**config.mk**
```make
export PLATFORM = sky130hd
export DESIGN_NAME = dac_serial_load
export DESIGN_NICKNAME = d
export VERILOG_FILES = /design/src/rtl/dac_ctrl_pkg.sv /design/src/rtl/dac_serial_load.sv /design/src/rtl/pin_sync.sv
export SDC_FILE = /design/constraint.sdc
export NUM_CORES = 1
export LEC_CHECK = 0
export BUFFER_PORTS_ARGS = -buffer_cell sky130_fd_sc_hd__buf_2
export CAP_MARGIN = 20
export CORE_ASPECT_RATIO = 1.5
export CORE_MARGIN = 5
export CORE_UTILIZATION = 40
export DETAILED_ROUTE_END_ITERATION = 8
export MAX_ROUTING_LAYER = met4
export SLEW_MARGIN = 10
export SYNTH_ARGS = -nofsm -noshare
export SYNTH_HDL_FRONTEND = slang
export SYNTH_SLANG_ARGS = --single-unit
```
**constraint.sdc**
```tcl
create_clock -name clk -period 2.7 [get_ports clk]
set_clock_uncertainty 0.2 [all_clocks]
set_input_delay 0.135 -clock clk [delete_from_list [all_inputs] [get_ports clk]]
set_output_delay 0.135 -clock clk [all_outputs]
set_load 0.05 [all_outputs]
```
**src/rtl/dac_ctrl_pkg.sv**
```systemverilog
// Constants for the dual DAC serial load front end.
// Assumes a single 50 MHz system clock samples all pins.
package dac_ctrl_pkg;
  localparam int FRAME_BITS = 24;
  localparam int CODE_BITS = 16;
  localparam int CNT_BITS = 5;
  localparam logic [4:0] FRAME_COUNT = 5'h18;
  localparam logic [4:0] CNT_ZERO = 5'h00;
  localparam logic [4:0] CNT_ONE = 5'h01;
  localparam logic [15:0] ZERO_SCALE = 16'h0000;
  localparam logic [15:0] MID_SCALE = 16'h8000;
  localparam logic [23:0] FRAME_ZERO = 24'h000000;
  // Frame layout: address nibble selects channels, low 16 bits carry code
  localparam int ADDR_A_BIT = 16;
  localparam int ADDR_B_BIT = 17;
  localparam int CODE_LSB = 0;
  localparam int CLK_MHZ = 50;
  localparam int SCLK_MAX_MHZ = 50;
  typedef enum logic [1:0] {
    ST_IDLE = 2'b00,
    ST_SHIFT = 2'b01,
    ST_FULL = 2'b10
  } frame_state_t;
endpackage

```
**src/rtl/dac_serial_load.sv**
```systemverilog
// Serial load control for a dual voltage-output DAC.
// Assumes all pins are asynchronous to clk; serial clock well below clk/4.
// Function
// Hold a 24-bit shift register capturing serial data on falling edges.
// Frame sync low opens a frame; next 24 falling edges carry data.
// Host keeps the serial clock at or below 50 MHz; the design needs it well below clk/4 (12.5 MHz at 50 MHz clk).
// Serial output changes on rising edges, valid at the next falling edge.
// Strobe low copies input registers into selected DAC registers together.
// Asynchronous and synchronous strobe modes; strobe tied low allowed.
// Device reset acts on its falling edge, independent of serial clock.
// Strobe pulses are ignored while device reset is low.
// Reset loads input and DAC registers with zero or midscale.
// Held reset at power-up delays initialisation until release.
// Power-up sets zero scale on select low, midscale on select high.
// Gain select low gives span 0..Vref, high gives 0..2 Vref.
// Act on a frame only after all 24 bits; discard shorter frames.
`timescale 1ns/1ps
module dac_serial_load (
  // Clock and power-on reset
  input wire logic clk,
  input wire logic arst_n,
  // Serial link pins
  input wire logic serial_clk,
  input wire logic frame_sync_n,
  input wire logic serial_in,
  output logic serial_out,
  // Control pins
  input wire logic load_update_strobe_n,
  input wire logic sync_load_mode,
  input wire logic device_reset_n,
  input wire logic reset_scale_select,
  input wire logic gain_select,
  // Converter codes and span
  output logic [15:0] channel_a_output,
  output logic [15:0] channel_b_output,
  output logic span_double
);
  logic [4:0] pins_sync;
  logic sclk_s, sync_n_s, din_s, load_update_strobe_n_n_s, rst_n_s;
  logic sclk_d_reg, sync_d_reg, rst_d_reg, load_update_strobe_n_d_reg;
  logic init_done_reg;
  logic [23:0] shift_reg;
  logic [4:0] cnt_reg;
  logic [15:0] in_a_reg, in_b_reg;
  logic new_a_reg, new_b_reg, pend_reg;
  logic frame_done_reg;
  logic [2:0] ctl_sync;
  logic mode_s, rss_s, gain_s;
  dac_ctrl_pkg::frame_state_t state_reg, state_next;

  // Samples link clock as data; no second clock domain
  pin_sync #(.WIDTH(5), .INIT(5'h1E)) u_sync (
    .clk(clk),
    .arst_n(arst_n),
    .async_in({serial_clk, frame_sync_n, serial_in,
               load_update_strobe_n, device_reset_n}),
    .sync_out(pins_sync)
  );
  assign sclk_s = pins_sync[4];
  assign sync_n_s = pins_sync[3];
  assign din_s = pins_sync[2];
  assign load_update_strobe_n_n_s = pins_sync[1];
  assign rst_n_s = pins_sync[0];

  // Straps are pins too; rewiring them live must not go metastable
  pin_sync #(.WIDTH(3), .INIT(3'h0)) u_sync_ctl (
    .clk(clk),
    .arst_n(arst_n),
    .async_in({sync_load_mode, reset_scale_select, gain_select}),
    .sync_out(ctl_sync)
  );
  assign mode_s = ctl_sync[2];
  assign rss_s = ctl_sync[1];
  assign gain_s = ctl_sync[0];

  wire sclk_fall = sclk_d_reg && !sclk_s;
  wire sclk_rise = !sclk_d_reg && sclk_s;
  wire sync_fall = sync_d_reg && !sync_n_s;
  wire sync_rise = !sync_d_reg && sync_n_s;
  wire rst_fall = rst_d_reg && !rst_n_s;
  wire load_update_strobe_n_fall = load_update_strobe_n_d_reg && !load_update_strobe_n_n_s;
  wire in_frame = !sync_n_s;
  wire take_bit = in_frame && sclk_fall &&
                  (cnt_reg != dac_ctrl_pkg::FRAME_COUNT);
  wire frame_ok = sync_rise && (state_reg == dac_ctrl_pkg::ST_FULL);
  wire [15:0] rx_code = shift_reg[dac_ctrl_pkg::CODE_LSB +: 16];
  wire sel_a = shift_reg[dac_ctrl_pkg::ADDR_A_BIT];
  wire sel_b = shift_reg[dac_ctrl_pkg::ADDR_B_BIT];
  wire [15:0] reset_code = rss_s ? dac_ctrl_pkg::MID_SCALE
                                 : dac_ctrl_pkg::ZERO_SCALE;
  // Sync mode waits one cycle after frame end so the pending flag is set
  wire load_update_strobe_n_event = rst_n_s && init_done_reg &&
                    (mode_s ? (frame_done_reg && !load_update_strobe_n_n_s)
                            : (load_update_strobe_n_fall || !load_update_strobe_n_n_s));
  wire do_reset = rst_fall || (!init_done_reg && rst_n_s);

  always_comb
  begin
    state_next = state_reg;
    case (state_reg)
      dac_ctrl_pkg::ST_IDLE:
        if (sync_fall)
          state_next = dac_ctrl_pkg::ST_SHIFT;
      dac_ctrl_pkg::ST_SHIFT:
        if (sync_n_s)
          state_next = dac_ctrl_pkg::ST_IDLE;
        else if (take_bit && cnt_reg == dac_ctrl_pkg::FRAME_COUNT - 1)
          state_next = dac_ctrl_pkg::ST_FULL;
      dac_ctrl_pkg::ST_FULL:
        if (sync_n_s)
          state_next = dac_ctrl_pkg::ST_IDLE;
      default:
        state_next = dac_ctrl_pkg::ST_IDLE;
    endcase
  end

  always_ff @(posedge clk or negedge arst_n)
  begin
    if (!arst_n)
    begin
      // Match synchroniser reset values so no false edge follows reset
      sclk_d_reg <= 1'b1;
      sync_d_reg <= 1'b1;
      rst_d_reg <= 1'b0;
      load_update_strobe_n_d_reg <= 1'b1;
      state_reg <= dac_ctrl_pkg::ST_IDLE;
      frame_done_reg <= 1'b0;
    end
    else
    begin
      sclk_d_reg <= sclk_s;
      sync_d_reg <= sync_n_s;
      rst_d_reg <= rst_n_s;
      load_update_strobe_n_d_reg <= load_update_strobe_n_n_s;
      state_reg <= state_next;
      frame_done_reg <= frame_ok;
    end
  end

  // Frame bit counter and shift register
  always_ff @(posedge clk or negedge arst_n)
  begin
    if (!arst_n)
    begin
      cnt_reg <= dac_ctrl_pkg::CNT_ZERO;
      shift_reg <= dac_ctrl_pkg::FRAME_ZERO;
    end
    else if (sync_fall)
      cnt_reg <= dac_ctrl_pkg::CNT_ZERO;
    else if (take_bit)
    begin
      cnt_reg <= cnt_reg + dac_ctrl_pkg::CNT_ONE;
      shift_reg <= {shift_reg[22:0], din_s};
    end
  end

  // Output changes on rising edge so host samples it on the falling edge
  always_ff @(posedge clk or negedge arst_n)
  begin
    if (!arst_n)
      serial_out <= 1'b0;
    else if (in_frame && sclk_rise)
      serial_out <= shift_reg[23];
  end

  // Initialisation waits for device reset high after power-on
  always_ff @(posedge clk or negedge arst_n)
  begin
    if (!arst_n)
      init_done_reg <= 1'b0;
    else if (rst_n_s)
      init_done_reg <= 1'b1;
  end

  // Input and DAC registers
  always_ff @(posedge clk or negedge arst_n)
  begin
    if (!arst_n)
    begin
      in_a_reg <= dac_ctrl_pkg::ZERO_SCALE;
      in_b_reg <= dac_ctrl_pkg::ZERO_SCALE;
      channel_a_output <= dac_ctrl_pkg::ZERO_SCALE;
      channel_b_output <= dac_ctrl_pkg::ZERO_SCALE;
      new_a_reg <= 1'b0;
      new_b_reg <= 1'b0;
    end
    else if (do_reset)
    begin
      in_a_reg <= reset_code;
      in_b_reg <= reset_code;
      channel_a_output <= reset_code;
      channel_b_output <= reset_code;
      new_a_reg <= 1'b0;
      new_b_reg <= 1'b0;
    end
    else
    begin
      if (frame_ok && sel_a)
        in_a_reg <= rx_code;
      if (frame_ok && sel_b)
        in_b_reg <= rx_code;
      // A new frame landing with the update keeps its pending flag
      if (load_update_strobe_n_event && new_a_reg)
        channel_a_output <= in_a_reg;
      if (load_update_strobe_n_event && new_b_reg)
        channel_b_output <= in_b_reg;
      new_a_reg <= (frame_ok && sel_a) || (new_a_reg && !load_update_strobe_n_event);
      new_b_reg <= (frame_ok && sel_b) || (new_b_reg && !load_update_strobe_n_event);
    end
  end

  // Span select passed to analog output stage
  always_ff @(posedge clk or negedge arst_n)
  begin
    if (!arst_n)
      span_double <= 1'b0;
    else
      span_double <= gain_s;
  end

  assign pend_reg = new_a_reg || new_b_reg;

  AST_FRAME_COUNT: assert property (@(posedge clk) disable iff (!arst_n)
    take_bit |=> cnt_reg == $past(cnt_reg) + 5'h01)
    else $error("bit count did not advance");
  AST_SHIFT_IN: assert property (@(posedge clk) disable iff (!arst_n)
    take_bit |=> shift_reg[0] == $past(din_s))
    else $error("serial bit not captured");
  AST_SHORT_DROP: assert property (@(posedge clk) disable iff (!arst_n)
    (sync_rise && state_reg != dac_ctrl_pkg::ST_FULL && !do_reset)
    |=> in_a_reg == $past(in_a_reg))
    else $error("short frame changed input register");
  AST_RESET_LOAD: assert property (@(posedge clk) disable iff (!arst_n)
    rst_fall |=> channel_a_output == $past(reset_code)
             && in_b_reg == $past(reset_code))
    else $error("reset did not load scale");
  AST_LOAD_UPDATE_STROBE_N_IGNORED: assert property (@(posedge clk) disable iff (!arst_n)
    (!rst_n_s && !rst_fall && init_done_reg)
    |=> $stable(channel_b_output) && $stable(channel_a_output))
    else $error("update during reset");
  AST_UPDATE: assert property (@(posedge clk) disable iff (!arst_n)
    (load_update_strobe_n_event && new_a_reg && !do_reset)
    |=> channel_a_output == $past(in_a_reg))
    else $error("DAC register not updated");
  AST_SDO_EDGE: assert property (@(posedge clk) disable iff (!arst_n)
    !(in_frame && sclk_rise) |=> $stable(serial_out))
    else $error("serial output moved off rising edge");
  AST_INIT_WAIT: assert property (@(posedge clk) disable iff (!arst_n)
    (!init_done_reg && !rst_n_s)
    |=> $stable(channel_a_output) && $stable(channel_b_output))
    else $error("update before initialisation");
  AST_SPAN: assert property (@(posedge clk) disable iff (!arst_n)
    ##1 span_double == $past(gain_select, 3))
    else $error("span not following gain select");
  COV_FRAME: cover property (@(posedge clk) disable iff (!arst_n) frame_ok);
  COV_LOAD_UPDATE_STROBE_N: cover property (@(posedge clk) disable iff (!arst_n)
    load_update_strobe_n_event && pend_reg);
  COV_RESET: cover property (@(posedge clk) disable iff (!arst_n) rst_fall);
  COV_SHORT: cover property (@(posedge clk) disable iff (!arst_n)
    sync_rise && state_reg == dac_ctrl_pkg::ST_SHIFT);
endmodule

```
**src/rtl/pin_sync.sv**
```systemverilog
// Two-flop synchroniser bank for pins entering the clk domain.
// Assumes inputs are asynchronous; output only from second flop.
`timescale 1ns/1ps
module pin_sync #(
  parameter int WIDTH = 1,
  parameter logic [WIDTH-1:0] INIT = '0
) (
  // Clock and reset
  input wire logic clk,
  input wire logic arst_n,
  // Data
  input wire logic [WIDTH-1:0] async_in,
  output logic [WIDTH-1:0] sync_out
);
  logic [WIDTH-1:0] meta_reg;
  always_ff @(posedge clk or negedge arst_n)
  begin
    if (!arst_n)
    begin
      meta_reg <= INIT;
      sync_out <= INIT;
    end
    else
    begin
      meta_reg <= async_in;
      sync_out <= meta_reg;
    end
  end
endmodule

```
Word-level counts from Yosys, hierarchy flattened --
Cells that the tools add are included.
Storage, ports and cells: bits in registers 121, input bits 10, output and inout port bits 34, word-level logic and storage cells 90
Cells by class: add/sub/neg operators 1, eq/ne operators 7, multiplexer cells 19, bitwise operators 1, reduce and logical (&&, ||, !) cells 41
Operator list (count):
- $mux 16 | 9
- $logic_and 1x1->1 | 21
- $mux 5 | 2
- $reduce_bool 2->1 | 5
- $logic_not 1->1 | 8
- $mux 2 | 4
- $pmux 2 s3 | 1
- $add 5x1->5 const B | 1
- $eq 5x5->1 const B | 1
- $ne 5x5->1 const B | 1
- $logic_or 1x1->1 | 4
- $mux 1 | 3
- $ne 3x2->1 const B | 1
- $reduce_and 3->1 | 1
- $eq 2x1->1 const B | 1
- $eq 2x2->1 const B | 1
- $logic_not 2->1 | 1
- $ne 2x1->1 const B | 1
- $ne 2x2->1 const B | 1
- $reduce_and 2->1 | 1
- $not 1->1 | 1

Logic depth before layout (Yosys ltp) --
Gate-level depths: netlist (run 1).
word-level depth 9, mapped depth 7, mapped depth without buffers 5

Hierarchy --
From an unflattened synthesis (run 1), not the netlist that was laid out.
Unflattened totals: cell total of the unflattened synthesis 424, area, all modules 4897.2 µm²
Modules (own cells, without submodules):
- dac_serial_load | times used 1, cells each 408, area each 4486.8 µm², sequential area each 2605.0 µm²
- pin_sync at u_sync | times used 1, cells each 10, area each 260.2 µm², sequential area each 260.2 µm²
- pin_sync at u_sync_ctl | times used 1, cells each 6, area each 150.1 µm², sequential area each 150.1 µm²

Worst setup path before layout (run 1) --
OpenSTA, ideal clock, no wires.
kind reg-to-reg, start register sclk_d_reg, end register shift_reg[10], library setup time 125 ps, data arrival time 1945 ps, data required time 2375 ps, slack 429 ps, cell stages (with the launch flop) 7, buffers on the path 3, period minus slack after synthesis 2271 ps, path through dfstp_2 -> or3b_4 -> buf_6 -> or3_1 -> buf_6 -> buf_12 -> mux2_4
Between the ends: cells in the longest elaborated chain, start to end 4
RTL lines:
- start, declared | line dac_serial_load.sv:40 | logic sclk_d_reg, sync_d_reg, rst_d_reg, load_update_strobe_n_d_reg;
- start signal, assigned | line dac_serial_load.sv:131 | sclk_d_reg <= sclk_s;
- $logic_and 1x1->1 | line dac_serial_load.sv:76 | wire sclk_fall = sclk_d_reg && !sclk_s;
- $logic_and 1x1->1 (2 in a row) | line dac_serial_load.sv:83 | wire take_bit = in_frame && sclk_fall &&
- $reduce_and 2->1 (no source line)
- end signal, assigned | line dac_serial_load.sv:146 | shift_reg <= dac_ctrl_pkg::FRAME_ZERO;
- end signal, assigned | line dac_serial_load.sv:153 | shift_reg <= {shift_reg[22:0], din_s};
- end, declared | line dac_serial_load.sv:42 | logic [23:0] shift_reg;
No other way between the ends. A chain may end at the register's enable or synchronous reset.

Worst setup path in the final report (run 1) --
start register sclk_d_reg, end register shift_reg[14]
The elaborated chain is that of the path after synthesis.

==> results of run 1 <==
==> placed cells by master, fill, tap and decap left out, types with 5 or more instances in the layout <==
cell type      Yosys  routed
dfrtp_1          110     110
o21ai_0           64      64
nand3_1           63      63
a21oi_1           63      62
buf_2              0      42
mux2_4            19      19
clkbuf_16          0      17
buf_4              0      11
dfstp_2           10      10
dlygate4sd3_1      0       9
inv_1              5       5
and3_1             5       5
a31o_2             5       5
mux2_2             5       5
==> metrics by stage <==
stage	total power, mW	utilization
2_1_floorplan	2.09	-
3_3_place_gp	2.20	0.435
3_5_place_dp	2.21	0.435
4_1_cts	4.50	0.492
5_1_grt	4.60	0.492
6_report	4.45	0.492
==> layer usage <==
layer	global-route usage	share of wire
met2	0.261	0.53
met5	-	0
met1	0.183	0.41
met4	0.0701	0.025
met3	0.0365	0.033
==> power groups by stage <==
| stage | sequential, mW | clock (mW) | combinational (mW) |
|---|---|---|---|
| 2_1_floorplan | 1.97 | 0 | 0.129 |
| 3_3_place_gp | 2.00 | 0 | 0.203 |
| 3_5_place_dp | 2.00 | 0 | 0.210 |
| 4_1_cts | 1.97 | 2.31 | 0.221 |
| 5_1_grt | 1.98 | 2.38 | 0.241 |
| 6_report | 1.96 | 2.27 | 0.218 |
==> worst reg2reg max path, cell delays in order, from the launching register on <==
cell     delay, ps
dfstp_2        540
or3b_4         430
or3_1          380
buf_4          270
mux2_4         340
==> what timing repair did <==
| item | 4_1_cts | 5_1_grt |
|---|---|---|
| endpoints found under the hold margin | 52 | 0 |
| hold buffers | 9 | 0 |
| endpoints found under the setup margin | 0 | 0 |
| resized for setup | 0 | 0 |
==> cells by family after synthesis <==
group | after synthesis
flops | 120
simple gates | 96
compound gates | 142
mux | 25
fa+ha+maj | 2
buf+inv | 42
==> cell type report <==
class / instances / area (um2) / share of cell area
clock buffers: 20 / 447 / 0.0756
clock inverters: 12 / 151 / 0.0256
well taps: 153 / 191 / 0.0324
flip-flops and latches: 120 / 3020 / 0.510
repair buffers: 63 / 403 / 0.0681
inverters: 6 / 22.5 / 0.00381
multi-input cells: 265 / 1680 / 0.284
==> final timing paths <==
check / from / endpoint / slack [ps] / cells past startpoint
min: arst_n / u_sync_ctl.meta_reg[0] / 120 / 2
min in group clk: u_sync_ctl.meta_reg[1] / u_sync_ctl.sync_out[1] / 150 / 0
max reg2reg: sclk_d_reg / shift_reg[14] / 440 / 4
max in group asynchronous: arst_n / shift_reg[11] / 1400 / 3
min reg2reg: u_sync_ctl.meta_reg[1] / u_sync_ctl.sync_out[1] / 150 / 0
max: sclk_d_reg / shift_reg[14] / 440 / 4
==> results.tsv, run 1 <==
metric	value	unit
Via Count	3470	
setup ws final	435	ps
Final ANT Viol Nets	0	
setup TNS	0	ps
I/O pin total	44	
nets	485	
slew margin rel.	0.487	
Syn Inst Count	427	
die width	100	um
top cells by count, synth	dfrtp_1, o21ai_0, a21oi_1, nand3_1, clkbuf_1	
max cap viols	0	
Design Area, Final	5910	um2
Synthesized Nets	439	
DR DRC count	0	
mux cell area share after synthesis	0.0718	
routability cong.	0.769	
global-route wire length before repair	17900	um
H-Tree Depth	4	
Bufs and invs on worst path	1	
Yosys cell types	36	
logic gate share of total power	0.049	
EDFF count, synth	0	
total detailed-routing wirelength	10400	um
die footprint	14600	um2
Yosys reg bits	120	
root buffer cell	clkbuf_16	
Fillers	1132	
ANT cells	0	
crit end category	flip-flop	
largest family of logic cells by synthesized area	compound AO/OA/AOI/OAI gates	
CTS tree	built	
switch share	0.226	
post-synthesis compound-gate area fraction	0.153	
Final Hold Viols	0	
most frequent cell after synthesis	dfrtp_1	
clock network power share	0.510	
worst path required time	2790	ps
Core ar.	12000	um2
non-filler cells, final	639	
via/cell ratio	5.43	
unrepaired setup endpoints after global routing	false	
Longest Clk Path Bufs	2	
ys flop type	dfrtp_1	
Int Pwr	3.44	mW
Mean Syn Cell Area	11.5	um2
post-synth top area share	0.562	
Num CTS Buffers	17	
grt total ovfl	0	
switching power	1.01	mW
Flop pwr share	0.442	
Synth Area in XOR/XNOR	0	
Die Y	146	um
run status	completed	
FFs w/ async S/R, synth	1.00	
drt wl/cell	16.2	um
vias in the first global route	3541	
Final Critical Period	2260	ps
Slew Viols, Final	0	
VDD IR-drop max	0.382	mV
crit share post-route	0.839	
row count	49	
Worst Tran Pin Value	764	ps
cell accounting for the most synthesized area	dfrtp_1	
Worst-path clk slew	50	ps
Top delay family on crit path	simple AND/OR/NAND/NOR gates	
GRT Total Usage	0.159	
pre-CTS setup slack	459	ps
# port buffers	43	
worst endpoint data arrival time	2350	ps
Synth Area in Adders	0.00511	
placed cell area	5220	um2
Hold Crit Class	primary input to asynchronous set/reset pin	
Post CTS Setup Buffer Count	0	
leak pwr	2.70	nW
cell area after synthesis	4900	um2
Simple-Gate Fraction of Synth Area	0.111	
minimum hold slack	115	ps
pin count of the biggest net entering global routing	58	
initial antenna violation count	0	
synth top area cells	dfrtp_1, o21ai_0, a21oi_1, nand3_1, mux2_4	
crit start category	flip-flop	
crit path kind	flip-flop to flip-flop	
CP Cell Sequence	or3b_4, or3_1, buf_4, mux2_4	
final setup fails	0	
sequential cell area fraction in the yosys report	0.616	
Fmax	442	MHz
Worst path slowest cell	dfstp_2	
Worst-Skew Late Latency	410	ps
crit-path max FO	24	
Cell Pwr Density	753	nW/um2
# clock sinks	120	
crit-path max cell delay	540	ps
Placed Cells	598	
First-pass DRT Iterations	5	
DRT iter0 DRCs	202	
yosys warns	0	
share of cells above drive strength 1	0.265	
Initial Util	0.408	
max FFs per register	24	
post-synthesis to final-layout area growth	20.7	%
HPWL after detailed placement	6870	um
Power figures use the tool's default switching activity.
==> inputs of run 2 (changes only) <==
--- a/config.mk
+++ b/config.mk
@@ -5,6 +5,7 @@
 export SDC_FILE = /design/constraint.sdc
 export NUM_CORES = 1
 export LEC_CHECK = 0
+export ABC_AREA = 1
 export BUFFER_PORTS_ARGS = -buffer_cell sky130_fd_sc_hd__buf_2
 export CAP_MARGIN = 20
 export CORE_ASPECT_RATIO = 1.5
==> constraint.sdc (replaced) <==
create_clock -name clk -period 1.9 [get_ports clk]
set_clock_uncertainty 0.2 [all_clocks]
set_input_delay 0.095 -clock clk [delete_from_list [all_inputs] [get_ports clk]]
set_output_delay 0.095 -clock clk [all_outputs]
set_load 0.05 [all_outputs]
==> run 2 against run 1 <==
Clock power increased by 48%. Hold slack got worse by 38 ps. Final cell count increased by 9.5%. Fmax increased by 38%. Power increased by 47%. Setup slack got worse by 180 ps. Design area decreased by 1.1%. Critical endpoint is now in_b_reg[15]. Largest power group unchanged.
==> results.tsv, run 2 <==
metric	value	unit	change
Cell Pwr Density	1120	nW/um2	+49%
Longest Clk Path Bufs	2		unchanged
# clock sinks	120		unchanged
Core ar.	11500	um2	-4.0%
ANT cells	0		unchanged
global-route wire length before repair	16300	um	-9.0%
run status	completed		
root buffer cell	clkbuf_16		
Fmax	608	MHz	+38%
HPWL after detailed placement	6180	um	-10%
hold_buf cts	9		unchanged
die footprint	14100	um2	-3.2%
post-cts resize count	0		unchanged
post-synth top area share	0.582		+0.0204
setup TNS	0	ps	unchanged
placed cell area	5130	um2	-1.9%
max FFs per register	24		unchanged
leak pwr	2.85	nW	+5.6%
cell area after synthesis	4730	um2	-3.5%
crit share post-route	0.865		+0.0261
most frequent cells in the layout	nand2_1, dfrtp_1, o21ai_1		
Final Critical Period	1640	ps	-621 ps
FFs w/ async S/R, synth	1.00		unchanged
initial antenna violation count	0		unchanged
sequential cell area fraction in the yosys report	0.638		+0.0223
GRT Total Usage	0.150		-0.00877
commonest non-fill, non-tap cell in the layout	nand2_1		
Design Area, Final	5850	um2	-1.1%
CP Cell Sequence	nand2_1, o21ai_4, buf_12, nand2_2, nand2_1, o21ai_0		
final setup fails	0		unchanged
worst path required time	1980	ps	-810 ps
# port buffers	43		unchanged
Final ANT Viol Nets	0		unchanged
share of cells above drive strength 1	0.216		-0.0491
DR DRC count	0		unchanged
synth top area cells	dfrtp_1, nand2_1, o21ai_1, dfstp_2, nand3_1		
most frequent cell after synthesis	nand2_1		
Worst path slowest cell	dfrtp_1		
die width	98.8	um	-1.6%
VDD IR-drop max	0.665	mV	+74%
worst endpoint data arrival time	1730	ps	-620 ps
CP dominant cell by count	nand2_1		
Via Count	3314		-4.5%
routability cong.	0.789		+2.5%
total detailed-routing wirelength	9310	um	-10%
crit start category	flip-flop		
via/cell ratio	4.73		-13%
drt wl/cell	13.3	um	-18%
Num CTS Buffers	17		unchanged
Worst-Skew Late Latency	400	ps	about the same
max cap viols	0		unchanged
Initial Util	0.410		+0.00230
crit path kind	flip-flop to flip-flop		
cell accounting for the most synthesized area	dfrtp_1		
yosys warns	0		unchanged
EDFF count, synth	0		unchanged
unrepaired setup endpoints after global routing	false		
Worst Tran Pin Value	657	ps	-107 ps
Worst-path clk slew	50	ps	about the same
H-Tree Depth	4		unchanged
nets	550		+13%
top cells by count, synth	nand2_1, dfrtp_1, o21ai_1, nand3_1, inv_1		
row count	48		-2.0%
First-pass DRT Iterations	4		-1
CTS tree	built		
Hold Crit Class	primary input to asynchronous set/reset pin		
crit-path max FO	64		+170%
Mean Syn Cell Area	9.81	um2	-15%
post-synthesis to final-layout area growth	23.7	%	
Synthesized Nets	494		+13%
Die Y	143	um	-1.6%
pin count of the biggest net entering global routing	121		+110%
DRT iter0 DRCs	186		-7.9%
ys flop type	dfrtp_1		
vias in the first global route	3336		-5.8%
Final Hold Viols	0		unchanged
slew margin rel.	0.562		+0.0748
Post CTS Setup Buffer Count	0		unchanged
Slew Viols, Final	0		unchanged
grt total ovfl	0		unchanged
Yosys reg bits	120		unchanged
crit end category	flip-flop		
Syn Inst Count	482		+13%
crit-path max cell delay	420	ps	-120 ps
I/O pin total	44		unchanged
Yosys cell types	29		-19%
-- run 2: changes by cell type in the layout (fill, tap and decap cells not counted), sizes merged, moves of 4 or more --
cell and change:
nor3b -4, inv +36, clkinv -5, nand4b -4, and3 -5, a31o -5, a21oi -49, nand2 +120
mux2 -24, o21ai +10, nand3 -19, nor2 +30
-- run 2: area by class of cell --
class	count	area (um2)
Clock inverter	8	143
Sequential cell	120	3020
Inverter	41	154
Fill cell	1075	5680
Timing Repair Buffer	60	443
Clock buffer	23	488
Multi-Input combinational cell	298	1420
Tap cell	150	188
-- run 2: worst paths after layout --
path                       slack [ps]                     end                    from  depth (start not counted)
max in group asynchronous         900            in_b_reg[10]                  arst_n                          3
min in group clk                  130      u_sync.meta_reg[1]    load_update_strobe_n                          2
hold / removal                     80  u_sync_ctl.meta_reg[2]                  arst_n                          3
hold reg to reg                   150  u_sync_ctl.sync_out[1]  u_sync_ctl.meta_reg[1]                          0
setup / recovery                  260            in_b_reg[15]      u_sync.sync_out[0]                          6
setup reg to reg                  260            in_b_reg[15]      u_sync.sync_out[0]                          6
-- run 2: worst max-delay path: cells and delay by family, from the launching register on --
family / cells / cell delay, ps
AO/OA/AOI/OAI: 2 / 190
AND/OR/NAND/NOR: 3 / 390
flip-flops: 1 / 420
buffers and inverters: 1 / 270
-- run 2: kinds of logic (layout without fill, tap and decap cells) --
family | after synthesis | after routing | synth area share
AND/OR/NAND/NOR | 203 | 203 | 0.186
flip-flops | 120 | 120 | 0.638
AO/OA/AOI/OAI | 91 | 91 | 0.102
buffers and inverters | 64 | 132 | 0.0649
adder cells (fa/ha/maj) | 2 | 2 | 0.00529
XOR/XNOR | 2 | 2 | 0.00371
-- run 2: metrics by stage --
stage               worst slack (ps)  total power [mW]  utilization  hold slack, ps  instances
finish                           257              6.55        0.507            77.0        700
global route                    89.5              6.82        0.507             125        700
CTS                              260              6.65        0.507             104        700
detailed placement               264              3.22        0.445            2.19        660
global placement                 323              3.20        0.445       -0.000791        660
floorplan                        408              3.07            -            -401        482
-- run 2: report_power, final --
part / switching (mW) / internal (mW)
Clock: 1.05 / 2.32
Combinational: 0.305 / 0.133
Sequential: 0.0659 / 2.68
-- run 2: metal layers --
metal / track usage / vias up / part of all wire
li1: - / 1683 / -
met1: 0.175 / 1567 / 0.42
met2: 0.244 / 54 / 0.53
met3: 0.0430 / 10 / 0.036
met4: 0.0597 / 0 / 0.016
met5: - / - / 0
==> inputs of run 3 (changes only) <==
--- a/config.mk
+++ b/config.mk
@@ -6,7 +6,7 @@
 export NUM_CORES = 1
 export LEC_CHECK = 0
 export ABC_AREA = 1
-export BUFFER_PORTS_ARGS = -buffer_cell sky130_fd_sc_hd__buf_2
+export BUFFER_PORTS_ARGS = -buffer_cell sky130_fd_sc_hd__buf_4
 export CAP_MARGIN = 20
 export CORE_ASPECT_RATIO = 1.5
 export CORE_MARGIN = 5
==> run 3 against run 2 <==
Clock power down 5%. Highest routed layer unchanged. Via count up 1.1%. First-iteration DRC count down 31%. Global-route usage grew 0.14 points. Fmax fell by 3.0%. Critical path depth up 5. Routed wire length grew 1.1%. Die area unchanged. Power shrank 2.4%. Sequential share of layout area decreased by 0.72 points. Setup slack got worse by 52 ps.
==> results.tsv, run 3 (synthesized netlist as in run 2, its figures left out) <==
metric	value	unit	change
crit path kind	flip-flop to flip-flop		
placed cell area	5240	um2	+2.2%
Total Power	6.40	mW	-2.4%
commonest non-fill, non-tap cell in the layout	nand2_1		
crit start category	flip-flop		
VDD IR-drop max	0.605	mV	-9.1%
slew margin rel.	0.716		+0.154
drt wl/cell	13.4	um	+0.63%
global-route wire length before repair	16400	um	+0.89%
Cell Pwr Density	1080	nW/um2	-3.8%
run status	completed		
initial antenna violation count	0		unchanged
crit end category	flip-flop		
die width	98.8	um	unchanged
routability cong.	0.767		-2.7%
First-pass DRT Iterations	4		unchanged
pre-CTS setup slack	197	ps	-67.0 ps
HPWL after detailed placement	6430	um	+4.0%
non-filler cells, final	703		+0.43%
unrepaired setup endpoints after global routing	false		
row count	48		unchanged
worst path required time	1990	ps	about the same
hold_buf cts	10		+1
Core ar.	11500	um2	unchanged
DRT iter0 DRCs	129		-31%
most frequent cells in the layout	nand2_1, dfrtp_1, o21ai_1		
via/cell ratio	4.77		+0.68%
Worst Tran Pin Value	424	ps	-233 ps
Post CTS Setup Buffer Count	0		unchanged
Worst-path clk slew	50	ps	about the same
minimum hold slack	134	ps	+56.9 ps
share of cells above drive strength 1	0.215		-0.00117
ANT cells	0		unchanged
leak pwr	2.85	nW	-0.15%
Hold Crit Class	primary input to flip-flop		
setup ws final	205	ps	-51.5 ps
# port buffers	43		unchanged
crit share post-route	0.892		+0.0271
Final ANT Viol Nets	0		unchanged
H-Tree Depth	4		unchanged
max FFs per register	24		unchanged
GRT Total Usage	0.151		+0.00142
Worst-Skew Late Latency	400	ps	about the same
Final Critical Period	1700	ps	+51.5 ps
pin count of the biggest net entering global routing	49		-60%
die footprint	14100	um2	unchanged
Via Count	3351		+1.1%
vias in the first global route	3399		+1.9%
total detailed-routing wirelength	9410	um	+1.1%
Die Y	143	um	unchanged
Placed Cells	661		+0.15%
CTS tree	built		
Slew Viols, Final	0		unchanged
DR DRC count	0		unchanged
Final Hold Viols	0		unchanged
Design Area, Final	5930	um2	+1.4%
setup TNS	0	ps	unchanged
final setup fails	0		unchanged
Initial Util	0.410		unchanged
crit-path max FO	6		-91%
Longest Clk Path Bufs	2		unchanged
max cap viols	0		unchanged
utilization after layout	0.514		+0.00716
worst endpoint data arrival time	1790	ps	+60 ps
Num CTS Buffers	17		unchanged
nets	552		+0.36%
Fmax	590	MHz	-3.0%
I/O pin total	44		unchanged
grt total ovfl	0		unchanged
root buffer cell	clkbuf_16		
post-cts resize count	0		unchanged
# clock sinks	120		unchanged
post-synthesis to final-layout area growth	25.4	%	
[run 3: cell count changes in the layout (fill, tap and decap cells not counted), sizes merged]
cell	before	now
buf	51	52
bufinv	4	3
clkinv	3	5
dlygate4sd3	9	10
[run 3: cell type report]
| type | count | area (um2) |
|---|---|---|
| fill | 1077 | 5600 |
| sequential | 120 | 3020 |
| multi-input combinational | 298 | 1420 |
| timing repair buffer | 62 | 566 |
| clock buffer | 23 | 468 |
| tap | 150 | 188 |
| inverter | 41 | 154 |
| clock inverter | 9 | 123 |
[run 3: final timing paths]
path                                   startpoint                      to  slack, ps  cells after the start
max                                    cnt_reg[0]            state_reg[1]        200                     11
max reg2reg                            cnt_reg[0]            state_reg[1]        200                     11
min in group asynchronous                  arst_n  u_sync_ctl.meta_reg[2]        480                      3
min reg2reg                u_sync_ctl.meta_reg[2]  u_sync_ctl.sync_out[2]        150                      0
min                          load_update_strobe_n      u_sync.meta_reg[1]        130                      2
max in group asynchronous                  arst_n      u_sync.sync_out[2]        390                      4
[run 3: critical path, stage by stage (launching register included)]
cell     delay (ps)
dfrtp_1         390
inv_1            90
ha_1            160
nand2_1          50
inv_1            40
nand2_1          90
nand2_1         200
inv_1           100
nand2_1          70
nand2_1          60
nand2_1          70
nand2_1          50
[run 3: power by group]
part	total [mW]	switching (mW)	internal [mW]
clock network	3.19	1.07	2.12
logic	0.464	0.317	0.147
registers	2.74	0.0642	2.68
total	6.40	1.45	4.94
[run 3: per-layer routing]
metal  wire [um]  global-route usage
met1        4020               0.172
met2        4870               0.254
met3         356              0.0386
met4         160              0.0626
met5           0                   -
